[src/verilog/ifeb_map.svh]
// Behaviour
// - flags read 1 after request, software writable
// - enable bit passes or blocks its request
// - flags0 bits 2,1,0: compare1, capture1, ext0
// - flags1 layout fixed; bits 12, 10-7 zero
// - flags2: pairs 5-0 at 10-5, comparator4 bit0
// - enables0 upper byte layout; bit 15 zero
// - enables0 lower byte layout; bit 4 zero
// - all bits reset zero; unimplemented read zero
`ifndef IFEB_MAP_SVH
`define IFEB_MAP_SVH
// register byte addresses
`define IFEB_OFF_FLAGS0   6'h00
`define IFEB_OFF_FLAGS1   6'h04
`define IFEB_OFF_FLAGS2   6'h08
`define IFEB_OFF_ENABLES0 6'h0c
`define IFEB_OFF_ENABLES1 6'h10
`define IFEB_OFF_ENABLES2 6'h14
`define IFEB_OFF_IRQ_STAT 6'h18
`define IFEB_OFF_IRQ_EN   6'h1c
`define IFEB_OFF_IRQ_CLR  6'h20
// implemented bit masks
`define IFEB_MASK_FLAGS0  16'h7fef
`define IFEB_MASK_FLAGS1  16'he87f
`define IFEB_MASK_FLAGS2  16'h07e1
// reset values
`define IFEB_RST_REG      16'h0000
`define IFEB_RST_IRQ      3'h0
// interrupt status bit positions
`define IFEB_EV_REQ       0
`define IFEB_EV_SWSET     1
`define IFEB_EV_BADADDR   2
`endif

[src/verilog/ifeb_pkg.sv]
`default_nettype none
package ifeb_pkg;
    // one 16-bit bank register
    typedef logic [15:0] ifeb_word_t;
    // bus answer state
    typedef enum logic [1:0]
    {
        IFEB_IDLE = 2'b00,
        IFEB_RESP = 2'b01,
        IFEB_DONE = 2'b10
    } ifeb_bus_state_t;
endpackage : ifeb_pkg
`default_nettype wire

[src/verilog/ifeb_reg_bank.sv]
`default_nettype none
`include "ifeb_map.svh"
// one flag register and its enable register, three copies made in the top
module ifeb_reg_bank
#(
    parameter logic [15:0] MASK = 16'hffff
)
(
    // clock and reset
    input  wire logic            clk_i,
    input  wire logic            rstn_i,
    // source pulses
    input  wire logic [15:0]     src_i,
    // software access
    input  wire logic            wr_flag_i,
    input  wire logic            wr_en_i,
    input  wire logic [15:0]     wdata_i,
    // state out
    output logic      [15:0]     flags_o,
    output logic      [15:0]     enables_o,
    output logic      [15:0]     gated_o
);
    import ifeb_pkg::*;
    typedef struct packed
    {
        ifeb_word_t flags;   // sticky request flags
        ifeb_word_t enables; // per-source enables
    } ifeb_bank_t;
    ifeb_bank_t st;
    ifeb_bank_t next_st;
    // next state: a source pulse wins over a software write of zero
    always_comb
    begin
        next_st = st;
        if (wr_flag_i)
        begin
            next_st.flags = wdata_i;
        end
        next_st.flags   = (next_st.flags | src_i) & MASK;
        if (wr_en_i)
        begin
            next_st.enables = wdata_i & MASK;
        end
    end
    // state register
    always_ff @(posedge clk_i)
    begin
        if (!rstn_i)
        begin
            st <= {`IFEB_RST_REG, `IFEB_RST_REG};
        end
        else
        begin
            st <= next_st;
        end
    end
    assign flags_o   = st.flags;
    assign enables_o = st.enables;
    assign gated_o   = st.flags & st.enables;
endmodule : ifeb_reg_bank
`default_nettype wire

[src/verilog/ifeb_bus_slave.sv]
`default_nettype none
// avalon-mm handshake: two wait cycles, then an acknowledge cycle
module ifeb_bus_slave
(
    // clock and reset
    input  wire logic clk_i,
    input  wire logic rstn_i,
    // bus request
    input  wire logic read_i,
    input  wire logic write_i,
    // access accepted this cycle
    output logic      accept_o,
    output logic      waitrequest_o
);
    import ifeb_pkg::*;
    typedef struct packed
    {
        ifeb_bus_state_t state; // handshake phase
        logic            wait_n; // registered inverted waitrequest, high means done
    } ifeb_bus_t;
    ifeb_bus_t st;
    ifeb_bus_t next_st;
    // waitrequest high by default; it drops only in the done cycle, once read data is registered
    always_comb
    begin
        next_st = st;
        next_st.wait_n = 1'b0;
        case (st.state)
            IFEB_IDLE:
            begin
                if (read_i || write_i)
                begin
                    next_st.state = IFEB_RESP;
                end
            end
            IFEB_RESP:
            begin
                next_st.state  = IFEB_DONE;
                next_st.wait_n = 1'b1;
            end
            default:
            begin
                next_st.state = IFEB_IDLE;
            end
        endcase
    end
    // state register
    always_ff @(posedge clk_i)
    begin
        if (!rstn_i)
        begin
            st <= {IFEB_IDLE, 1'b0};
        end
        else
        begin
            st <= next_st;
        end
    end
    assign accept_o      = (st.state == IFEB_RESP);
    assign waitrequest_o = ~st.wait_n;
endmodule : ifeb_bus_slave
`default_nettype wire

[src/verilog/ifeb_top.sv]
// Design decisions made here: the Avalon-MM register port and the address map.
`default_nettype none
`include "ifeb_map.svh"
// interrupt flag and enable bank with an avalon-mm register port
module ifeb_top
(
    // clock and reset
    input  wire logic        clk_i,
    input  wire logic        rstn_i,
    // avalon-mm slave
    input  wire logic [5:0]  address_i,
    input  wire logic        read_i,
    input  wire logic        write_i,
    input  wire logic [31:0] writedata_i,
    input  wire logic [3:0]  byteenable_i,
    output logic      [31:0] readdata_o,
    output logic      [1:0]  response_o,
    output logic             waitrequest_o,
    // request pulses from sources, one word per flag register
    input  wire logic [15:0] src0_i,
    input  wire logic [15:0] src1_i,
    input  wire logic [15:0] src2_i,
    // gated requests toward priority logic
    output logic      [15:0] req0_o,
    output logic      [15:0] req1_o,
    output logic      [15:0] req2_o,
    output logic             any_req_o,
    // block interrupt
    output logic             irq_o
);
    import ifeb_pkg::*;
    localparam logic [15:0] MASKS [3] = '{`IFEB_MASK_FLAGS0, `IFEB_MASK_FLAGS1, `IFEB_MASK_FLAGS2};
    // address decode helper
    function automatic logic hit(input logic [5:0] a, input logic [5:0] off);
        hit = (a == off);
    endfunction : hit
    typedef struct packed
    {
        logic [31:0] rdata;   // registered read data
        logic [1:0]  resp;    // registered response
        logic [47:0] req;     // registered gated requests
        logic        any;     // any request pending
        logic [2:0]  istat;   // sticky block events
        logic [2:0]  ien;     // block event enables
        logic        irq;     // registered interrupt
        logic        acc_d;   // accept one cycle late: write commit cycle
    } ifeb_top_t;
    ifeb_top_t st;
    ifeb_top_t next_st;
    logic        accept;     // bus access accepted; answer registers next edge, a write commits one edge later
    logic        bus_wait;   // from handshake
    logic [47:0] flags;      // flag words
    logic [47:0] enables;    // enable words
    logic [47:0] gated;      // flag and enable
    logic [47:0] srcs;       // all sources
    logic        wr_lo;      // both low byte lanes write
    logic [2:0]  wr_flag;    // flag register write
    logic [2:0]  wr_en;      // enable register write
    logic [2:0]  ev;         // block events this cycle
    logic        mapped;     // address decodes
    assign srcs  = {src2_i, src1_i, src0_i};
    // partial word writes go through only with both low lanes, keeping 16-bit registers whole
    // writes commit in the cycle waitrequest is low, so they land on the master's sampling edge
    assign wr_lo = st.acc_d && write_i && (byteenable_i[1:0] == 2'b11);
    // handshake engine
    ifeb_bus_slave u_bus
    (
        .clk_i         (clk_i),
        .rstn_i        (rstn_i),
        .read_i        (read_i),
        .write_i       (write_i),
        .accept_o      (accept),
        .waitrequest_o (bus_wait)
    );
    // three flag/enable banks
    genvar g;
    generate
        for (g = 0; g < 3; g++)
        begin : g_bank
            assign wr_flag[g] = wr_lo && hit(address_i, 6'(4 * g));
            assign wr_en[g]   = wr_lo && hit(address_i, 6'(`IFEB_OFF_ENABLES0 + 4 * g));
            ifeb_reg_bank
            #(
                .MASK (MASKS[g])
            )
            u_bank
            (
                .clk_i     (clk_i),
                .rstn_i    (rstn_i),
                .src_i     (srcs[16*g +: 16]),
                .wr_flag_i (wr_flag[g]),
                .wr_en_i   (wr_en[g]),
                .wdata_i   (writedata_i[15:0]),
                .flags_o   (flags[16*g +: 16]),
                .enables_o (enables[16*g +: 16]),
                .gated_o   (gated[16*g +: 16])
            );
        end
    endgenerate
    // enables0 shares flags0 layout: bit 15 and bit 4 stay zero
    assign mapped = (address_i <= `IFEB_OFF_IRQ_CLR) && (address_i[1:0] == 2'b00);
    // block events: a new gated request, software setting a flag, a bad address
    assign ev[`IFEB_EV_REQ]     = |(gated & ~st.req);
    assign ev[`IFEB_EV_SWSET]   = |(wr_flag & {|writedata_i[15:0], |writedata_i[15:0], |writedata_i[15:0]});
    assign ev[`IFEB_EV_BADADDR] = accept && !mapped;
    // read mux, status update and outputs
    always_comb
    begin
        next_st       = st;
        next_st.req   = gated;
        next_st.any   = |gated;
        next_st.acc_d = accept;
        if (accept)
        begin
            next_st.resp  = mapped ? 2'b00 : 2'b11;
            next_st.rdata = 32'h0000_0000;
            case (address_i)
                `IFEB_OFF_FLAGS0:   next_st.rdata[15:0] = flags[15:0];
                `IFEB_OFF_FLAGS1:   next_st.rdata[15:0] = flags[31:16];
                `IFEB_OFF_FLAGS2:   next_st.rdata[15:0] = flags[47:32];
                `IFEB_OFF_ENABLES0: next_st.rdata[15:0] = enables[15:0];
                `IFEB_OFF_ENABLES1: next_st.rdata[15:0] = enables[31:16];
                `IFEB_OFF_ENABLES2: next_st.rdata[15:0] = enables[47:32];
                `IFEB_OFF_IRQ_STAT: next_st.rdata[2:0]  = st.istat;
                `IFEB_OFF_IRQ_EN:   next_st.rdata[2:0]  = st.ien;
                default:            next_st.rdata       = 32'h0000_0000;      // clear reg is write-only
            endcase
        end
        // clear first, then set, so an event in the clearing cycle survives
        if (wr_lo && hit(address_i, `IFEB_OFF_IRQ_CLR))
        begin
            next_st.istat = st.istat & ~writedata_i[2:0];
        end
        next_st.istat = next_st.istat | ev;
        if (wr_lo && hit(address_i, `IFEB_OFF_IRQ_EN))
        begin
            next_st.ien = writedata_i[2:0];
        end
        next_st.irq = |(next_st.istat & next_st.ien);
    end
    // state register
    always_ff @(posedge clk_i)
    begin
        if (!rstn_i)
        begin
            st <= '0;
        end
        else
        begin
            st <= next_st;
        end
    end
    // outputs straight from flip-flops
    assign readdata_o    = st.rdata;
    assign response_o    = st.resp;
    assign waitrequest_o = bus_wait;
    assign req0_o        = st.req[15:0];
    assign req1_o        = st.req[31:16];
    assign req2_o        = st.req[47:32];
    assign any_req_o     = st.any;
    assign irq_o         = st.irq;
endmodule : ifeb_top
`default_nettype wire

[config.mk]
export PLATFORM = sky130hd
export DESIGN_NAME = ifeb_top
export DESIGN_NICKNAME = d
export VERILOG_FILES = /design/src/verilog/ifeb_pkg.sv /design/src/verilog/ifeb_reg_bank.sv /design/src/verilog/ifeb_bus_slave.sv /design/src/verilog/ifeb_top.sv
export VERILOG_INCLUDE_DIRS = /design/src /design/src/verilog
export SDC_FILE = /design/constraint.sdc
export NUM_CORES = 1
export LEC_CHECK = 0
export ABC_AREA = 0
export BUFFER_PORTS_ARGS = -buffer_cell sky130_fd_sc_hd__buf_2
export CAP_MARGIN = 10
export CORE_ASPECT_RATIO = 0.9
export CORE_MARGIN = 2
export CORE_UTILIZATION = 23
export DETAILED_ROUTE_END_ITERATION = 12
export PLACE_DENSITY_LB_ADDON = 0.12
export SLEW_MARGIN = 20
export SYNTH_ARGS = -nofsm -noshare
export SYNTH_HDL_FRONTEND = slang
export SYNTH_SLANG_ARGS = --single-unit
[constraint.sdc]
create_clock -name clk_i -period 1.75 [get_ports clk_i]
set_input_delay 0.0875 -clock clk_i [delete_from_list [all_inputs] [get_ports clk_i]]
set_output_delay 0.0875 -clock clk_i [all_outputs]
set_load 0.03 [all_outputs]
=== Yosys cells after proc, flatten, opt, wreduce, memory -nomap -nowiden ===
Index checks and enable logic that the tools add are counted.

* Flip-flop bits (word level): 147
* Output and inout port bits: 85
* Word-level logic and storage cells: 76

* Order comparisons: 1
* Equal/unequal tests: 11
* Multiplexer cells: 11
* Bitwise operators: 14
* Reduce and logical (&&, ||, !) cells: 22

{| class="wikitable"
|+ Operator list
! kind !! count
|-
| 48-bit OR reduction || 2
|-
| 13-bit one-hot mux with 6 select lines || 1
|-
| 48-bit bitwise AND || 1
|-
| 48-bit inverter || 1
|-
| 6-bit by 5-bit equality test with 1-bit output (second input constant) || 4
|-
| 3-bit one-hot mux with 8 select lines || 1
|-
| 16-bit bitwise AND || 1
|-
| 16-bit two-way mux || 1
|-
| 16-bit OR || 1
|-
| 16-bit OR reduction || 1
|-
| 15-bit bitwise AND || 1
|-
| 15-bit two-way mux || 1
|-
| 15-bit OR || 1
|-
| 6-bit by 4-bit equality test with 1-bit output (second input constant) || 2
|-
| 1-bit logical AND || 12
|-
| 11-bit bitwise AND || 1
|-
| 11-bit two-way mux || 1
|-
| 11-bit OR || 1
|-
| 3-bit bitwise AND || 3
|-
| 6-bit by 3-bit equality test with 1-bit output (second input constant) || 1
|-
| 6-bit equality test (second input constant) || 1
|-
| 6-bit less-or-equal comparator (second input constant) || 1
|-
| 6-bit logical NOT || 1
|-
| 3-bit two-way mux || 2
|-
| other kinds (13) || 16
|}

=== Longest topological paths before layout ===
* Word-level depth: 8
* Mapped depth: 7
* Depth with buffers taken out: 5

=== Modules after synthesis ===
From an unflattened synthesis, not the netlist that was laid out.

* Cell total of the unflattened synthesis: 758
* Area total of the unflattened synthesis: 7247.0 um^2

{| class="wikitable"
|+ Modules (own cells, without submodules)
! module !! instances !! cells each !! area an instance (um^2) !! sequential area each (um^2)
|-
| ifeb_top || 1 || 461 || 3977.6 || 1481.4
|-
| ifeb_reg_bank (g_bank[0].u_bank) || 1 || 111 || 1261.2 || 560.5
|-
| ifeb_reg_bank (g_bank[1].u_bank) || 1 || 97 || 1074.8 || 440.4
|-
| ifeb_reg_bank (g_bank[2].u_bank) || 1 || 80 || 822.0 || 280.3
|-
| ifeb_bus_slave || 1 || 9 || 111.4 || 60.1
|}

=== Worst setup path before layout ===
OpenSTA, ideal clock, no wires.

* Path kind: flip-flop to flip-flop
* Start: register st[0] (netlist name)
* End: register g_bank[0].u_bank.st, in the netlist g_bank[0].u_bank.enables_o[13]
* Arrival: 1.440 ns
* Required time: 1.622 ns
* Path slack: 0.182 ns
* Cell stages (with the launch flop): 6
* Path buffers: 1
* Clock period less this slack: 1.568 ns
* Cells stage by stage: dfxtp_1 > nand4_1 > nor4_4 > buf_6 > mux2i_1 > nor2_1

* Word-level cells in the longest chain between the ends: 3

{| class="wikitable"
|+ RTL lines
! item !! RTL line !! RTL
|-
| start: declaration || ifeb_top.sv:48 || <nowiki>ifeb_top_t st;</nowiki>
|-
| start signal: assignment || ifeb_top.sv:150 || <nowiki>st <= next_st;</nowiki>
|-
| 1-bit logical AND (2 in a row) || ifeb_top.sv:64 || <nowiki>assign wr_lo = st.acc_d && write_i && (byteenable_i[1:0] == 2'b11);</nowiki>
|-
| 1-bit logical AND || ifeb_top.sv:81 || <nowiki>assign wr_en[g] = wr_lo && hit(address_i, 6'(`IFEB_OFF_ENABLES0 + 4 * g));</nowiki>
|-
| end signal: assignment || ifeb_reg_bank.sv:50 || <nowiki>st <= {`IFEB_RST_REG, `IFEB_RST_REG};</nowiki>
|-
| end signal: assignment || ifeb_reg_bank.sv:54 || <nowiki>st <= next_st;</nowiki>
|-
| end: declaration || ifeb_reg_bank.sv:29 || <nowiki>ifeb_bank_t st;</nowiki>
|}

No other way between the ends.
A chain may end at the register's enable or synchronous reset.

=== Worst setup path after layout ===
* Start: input port writedata_i[14]
* End: register st, in the netlist irq_o

* Word-level cells in the longest chain between the ends: 6

{| class="wikitable"
|+ RTL lines
! item !! RTL line !! RTL
|-
| start: declaration || ifeb_top.sv:14 || <nowiki>input wire logic [31:0] writedata_i,</nowiki>
|-
| 16-bit OR reduction || ifeb_top.sv:104 || <nowiki>assign ev[`IFEB_EV_SWSET] = |(wr_flag & {|writedata_i[15:0], |writedata_i[15:0], |writedata_i[15:0]});</nowiki>
|-
| 3-bit bitwise AND || ifeb_top.sv:104 ||
|-
| 3-bit OR reduction || ifeb_top.sv:104 ||
|-
| 3-bit OR || ifeb_top.sv:134 || <nowiki>next_st.istat = next_st.istat | ev;</nowiki>
|-
| 3-bit bitwise AND || ifeb_top.sv:139 || <nowiki>next_st.irq = |(next_st.istat & next_st.ien);</nowiki>
|-
| 3-bit OR reduction || ifeb_top.sv:139 ||
|}

No other way between the ends.

==> impl_metrics.toml <==
[die]
floorplan.io_pins = 179
initial_utilization = 0.233
die_height_um = 155
die_area_sq_um = 26800
row_count = 55
core-area_sq_um = 25100
die_span_in_x_um = 172

[logic_synthesis]
synthCells = 649
synth_async_sr_flop_share = 0
sequential_to_total_area_share_from_yosys_stat = 0.423
synth_edf_count = 0
syn_avg_cell_area_sq_um = 9.03
ys_types = 53
synth-main-ff-cell = "sky130_fd_sc_hd__dfxtp_1"
synth-seq-cells = 124
syn_area_sq_um = 5860
yosysWarningCount = 0

[sta]
max_clock_freq_mhz = 628
worst_clk_skew_ps = 7.12
slew_headroom = 0.583
grt_setup_unrepaired = "false"
final.hold.worst_slack_ps = 17.7
setup_viol = 0
timing.final.max_slew_violations = 0
min_period_over_period = 0.910
tightestPinTransition_ps = 619
final-hold-violation-count = 0
period_minus_slack_ps = 1590

[setup_path]
setup.reg_to_reg.worst_slack_ps = 180
crit_fanout = 5
crit_chain = "dlygate4sd3_1 > buf_2 > nor4_1 > nand4_1 > a32o_1 > o2bb2ai_1 > a21o_1"
worstSetupPathType = "input pin to flop"
timing.critical_path.arrival_ps = 1910
cp-end-kind = "flop"
required_ps = 2070
crit_path_start_kind = "input pin"
critical_path.slowest_cell = "sky130_fd_sc_hd__dlygate4sd3_1"
crit_path_max_incr_delay_ps = 530

[pwr]
power.leakage_nw = 3.76
powerDensity_nw_per_um2 = 922
power.ir.vdd_worst_mv = 0.527

[run_status]
outcome = "finished clean"

[placed_design]
place.gp.congestion = 0.784
dp_hpwl_um = 16100
buffer_ports.inserted = 112

[min_path]
hold_path_class = "input pin to flop"

[clock_tree]
clock_tree_from_tritoncts = "done"
clock_path_buffers = 2
ctsResizeCount = 0
post-cts-setup-buffer-count = 0
worst_setup_hold_path_clk_slew_ps = 60
clock-sinks = 124
cts-htree-levels = 4
clock_root_buffer = "sky130_fd_sc_hd__clkbuf_16"
clk-insertion-delay-late_ps = 430
cts_made_buffers = 17

[cells_and_area]
num_antenna_cells = 0
layout-drive-gt1-share = 0.274
syn_to_final_growth_pct = 33.6
finish.net_count = 905
fin_util = 0.312
most-common-layout-cells = "sky130_fd_sc_hd__dfxtp_1, sky130_fd_sc_hd__buf_2, sky130_fd_sc_hd__mux2i_1"
n_fill_cell = 2685
layout_commonest_cell = "sky130_fd_sc_hd__dfxtp_1"

[route]
total_vias_in_the_final_route = 5118
wl_per_cell_um = 18.2
route.detailed.vias_per_inst = 4.39
detail-route-antenna-nets = 0
detailedRoute.firstPassIterationCount = 4
number_of_remaining_drc_errors = 0
drt-total-wl_um = 21200
detailedRoute.firstIterationViolations = 295

[job]
cap_viol_max_count = 0

[grt]
grt_pass1_wl_um = 31500
grt.overflow.total = 0
globalRouteTotalUtil = 0.162
grt_pass1_vias = 5215
pin_count_of_the_biggest_net_entering_global_routing = 42
antenna_found_initial = 0
==> final timing paths <==
check,end,depth (start not counted),startpoint
worst min register to register,u_bus.st[1],1,u_bus.st[2]
worst max-delay path,irq_o,7,writedata_i[14]
worst min-delay path,g_bank[2].u_bank.enables_o[8],3,writedata_i[8]
worst max register to register,irq_o,5,st[0]
==> critical path, delay by kind of cell <==
family                 cells  cell delay (ps)
buffers and inverters      2              690
AOI/OAI and AO/OA          3              600
and+or+nand+nor            2              540
==> through the flow <==
stage	setup TNS (ps)	instances	total power (W)	cell area, sq um	worst slack [ps]
after floorplan	0	680	0.00335	5980	182
after global placement	-135	1092	0.00356	6800	-101
after detailed placement	-95.4	1092	0.00356	6800	-76.2
after CTS	0	1166	0.00729	7830	118
after global routing	0	1166	0.00747	7830	63.2
final	0	1166	0.00722	7830	157
==> layer usage <==
layer  share of wire  global-route usage  wire length [um]
met2            0.44               0.251              9380
met3           0.045              0.0305               960
met1            0.50               0.230             10600
met4           0.013              0.0448               276
met5               0                   0                 0
==> repair_timing <==
item                                   in CTS  in global routing
endpoints found under the hold margin      40                  0
setup endpoints to repair                   0                  0
hold buffers                               42                  0
==> state kept, by name (all words and copies together), names as in the netlist <==
| name | flops |
|---|---|
| req2_o | 7 |
| any_req_o | 1 |
| u_bus.st | 2 |
| g_bank.u_bank.enables_o | 32 |
| readdata_o | 16 |
| g_bank.u_bank.flags_o | 32 |
| st | 7 |
| req1_o | 11 |
| response_o | 1 |
| req0_o | 14 |
| irq_o | 1 |
==> Yosys cell counts, drive strengths merged, types with 2 or more instances <==
cell	instances	area (sq um)
o2bb2ai	4	35.0
a211oi	2	15.0
a21oi	41	205
a31oi	5	31.3
o21a	4	30.0
clkbuf	17	63.8
o2111ai	4	35.0
or3	2	12.5
a22o	4	35.0
and2	8	50.1
a21o	6	45.0
nand4	10	62.6
buf	95	701
nor4b	2	32.5
and3	13	81.3
mux2i	69	691
nand3	7	35.0
o21ai	7	38.8
nor4	10	77.6
dfxtp	124	2480
nand2	49	199
o22ai	8	50.1
inv	37	139
nor3b	3	33.8
a22oi	20	150
nor2	64	248
a221oi	4	35.0
nand3b	12	90.1
nor3	6	57.6
==> cell families after synthesis <==
logic type / share of synthesized area
buffers and inverters: 0.154
and+or+nand+nor: 0.175
AOI/OAI and AO/OA: 0.129
DFF: 0.423
muxes: 0.118
other: 0.000640
==> report_power, final <==
group	switching [W]	total (W)	internal [W]
logic	0.000384	0.000631	0.000247
clock network	0.00136	0.00364	0.00228
registers	0.0000536	0.00294	0.00289
total	0.00180	0.00722	0.00542
==> area by class of cell <==
class	instances	area, sq um	share of cell area
timing repair buffer	224	1580	0.202
tap	342	428	0.0546
sequential	124	2480	0.317
clock buffer	23	498	0.0636
clock inverter	9	109	0.0139
inverter	37	139	0.0177
multi-input combinational	407	2590	0.331
No activity file was read; power rests on OpenSTA's default activity.
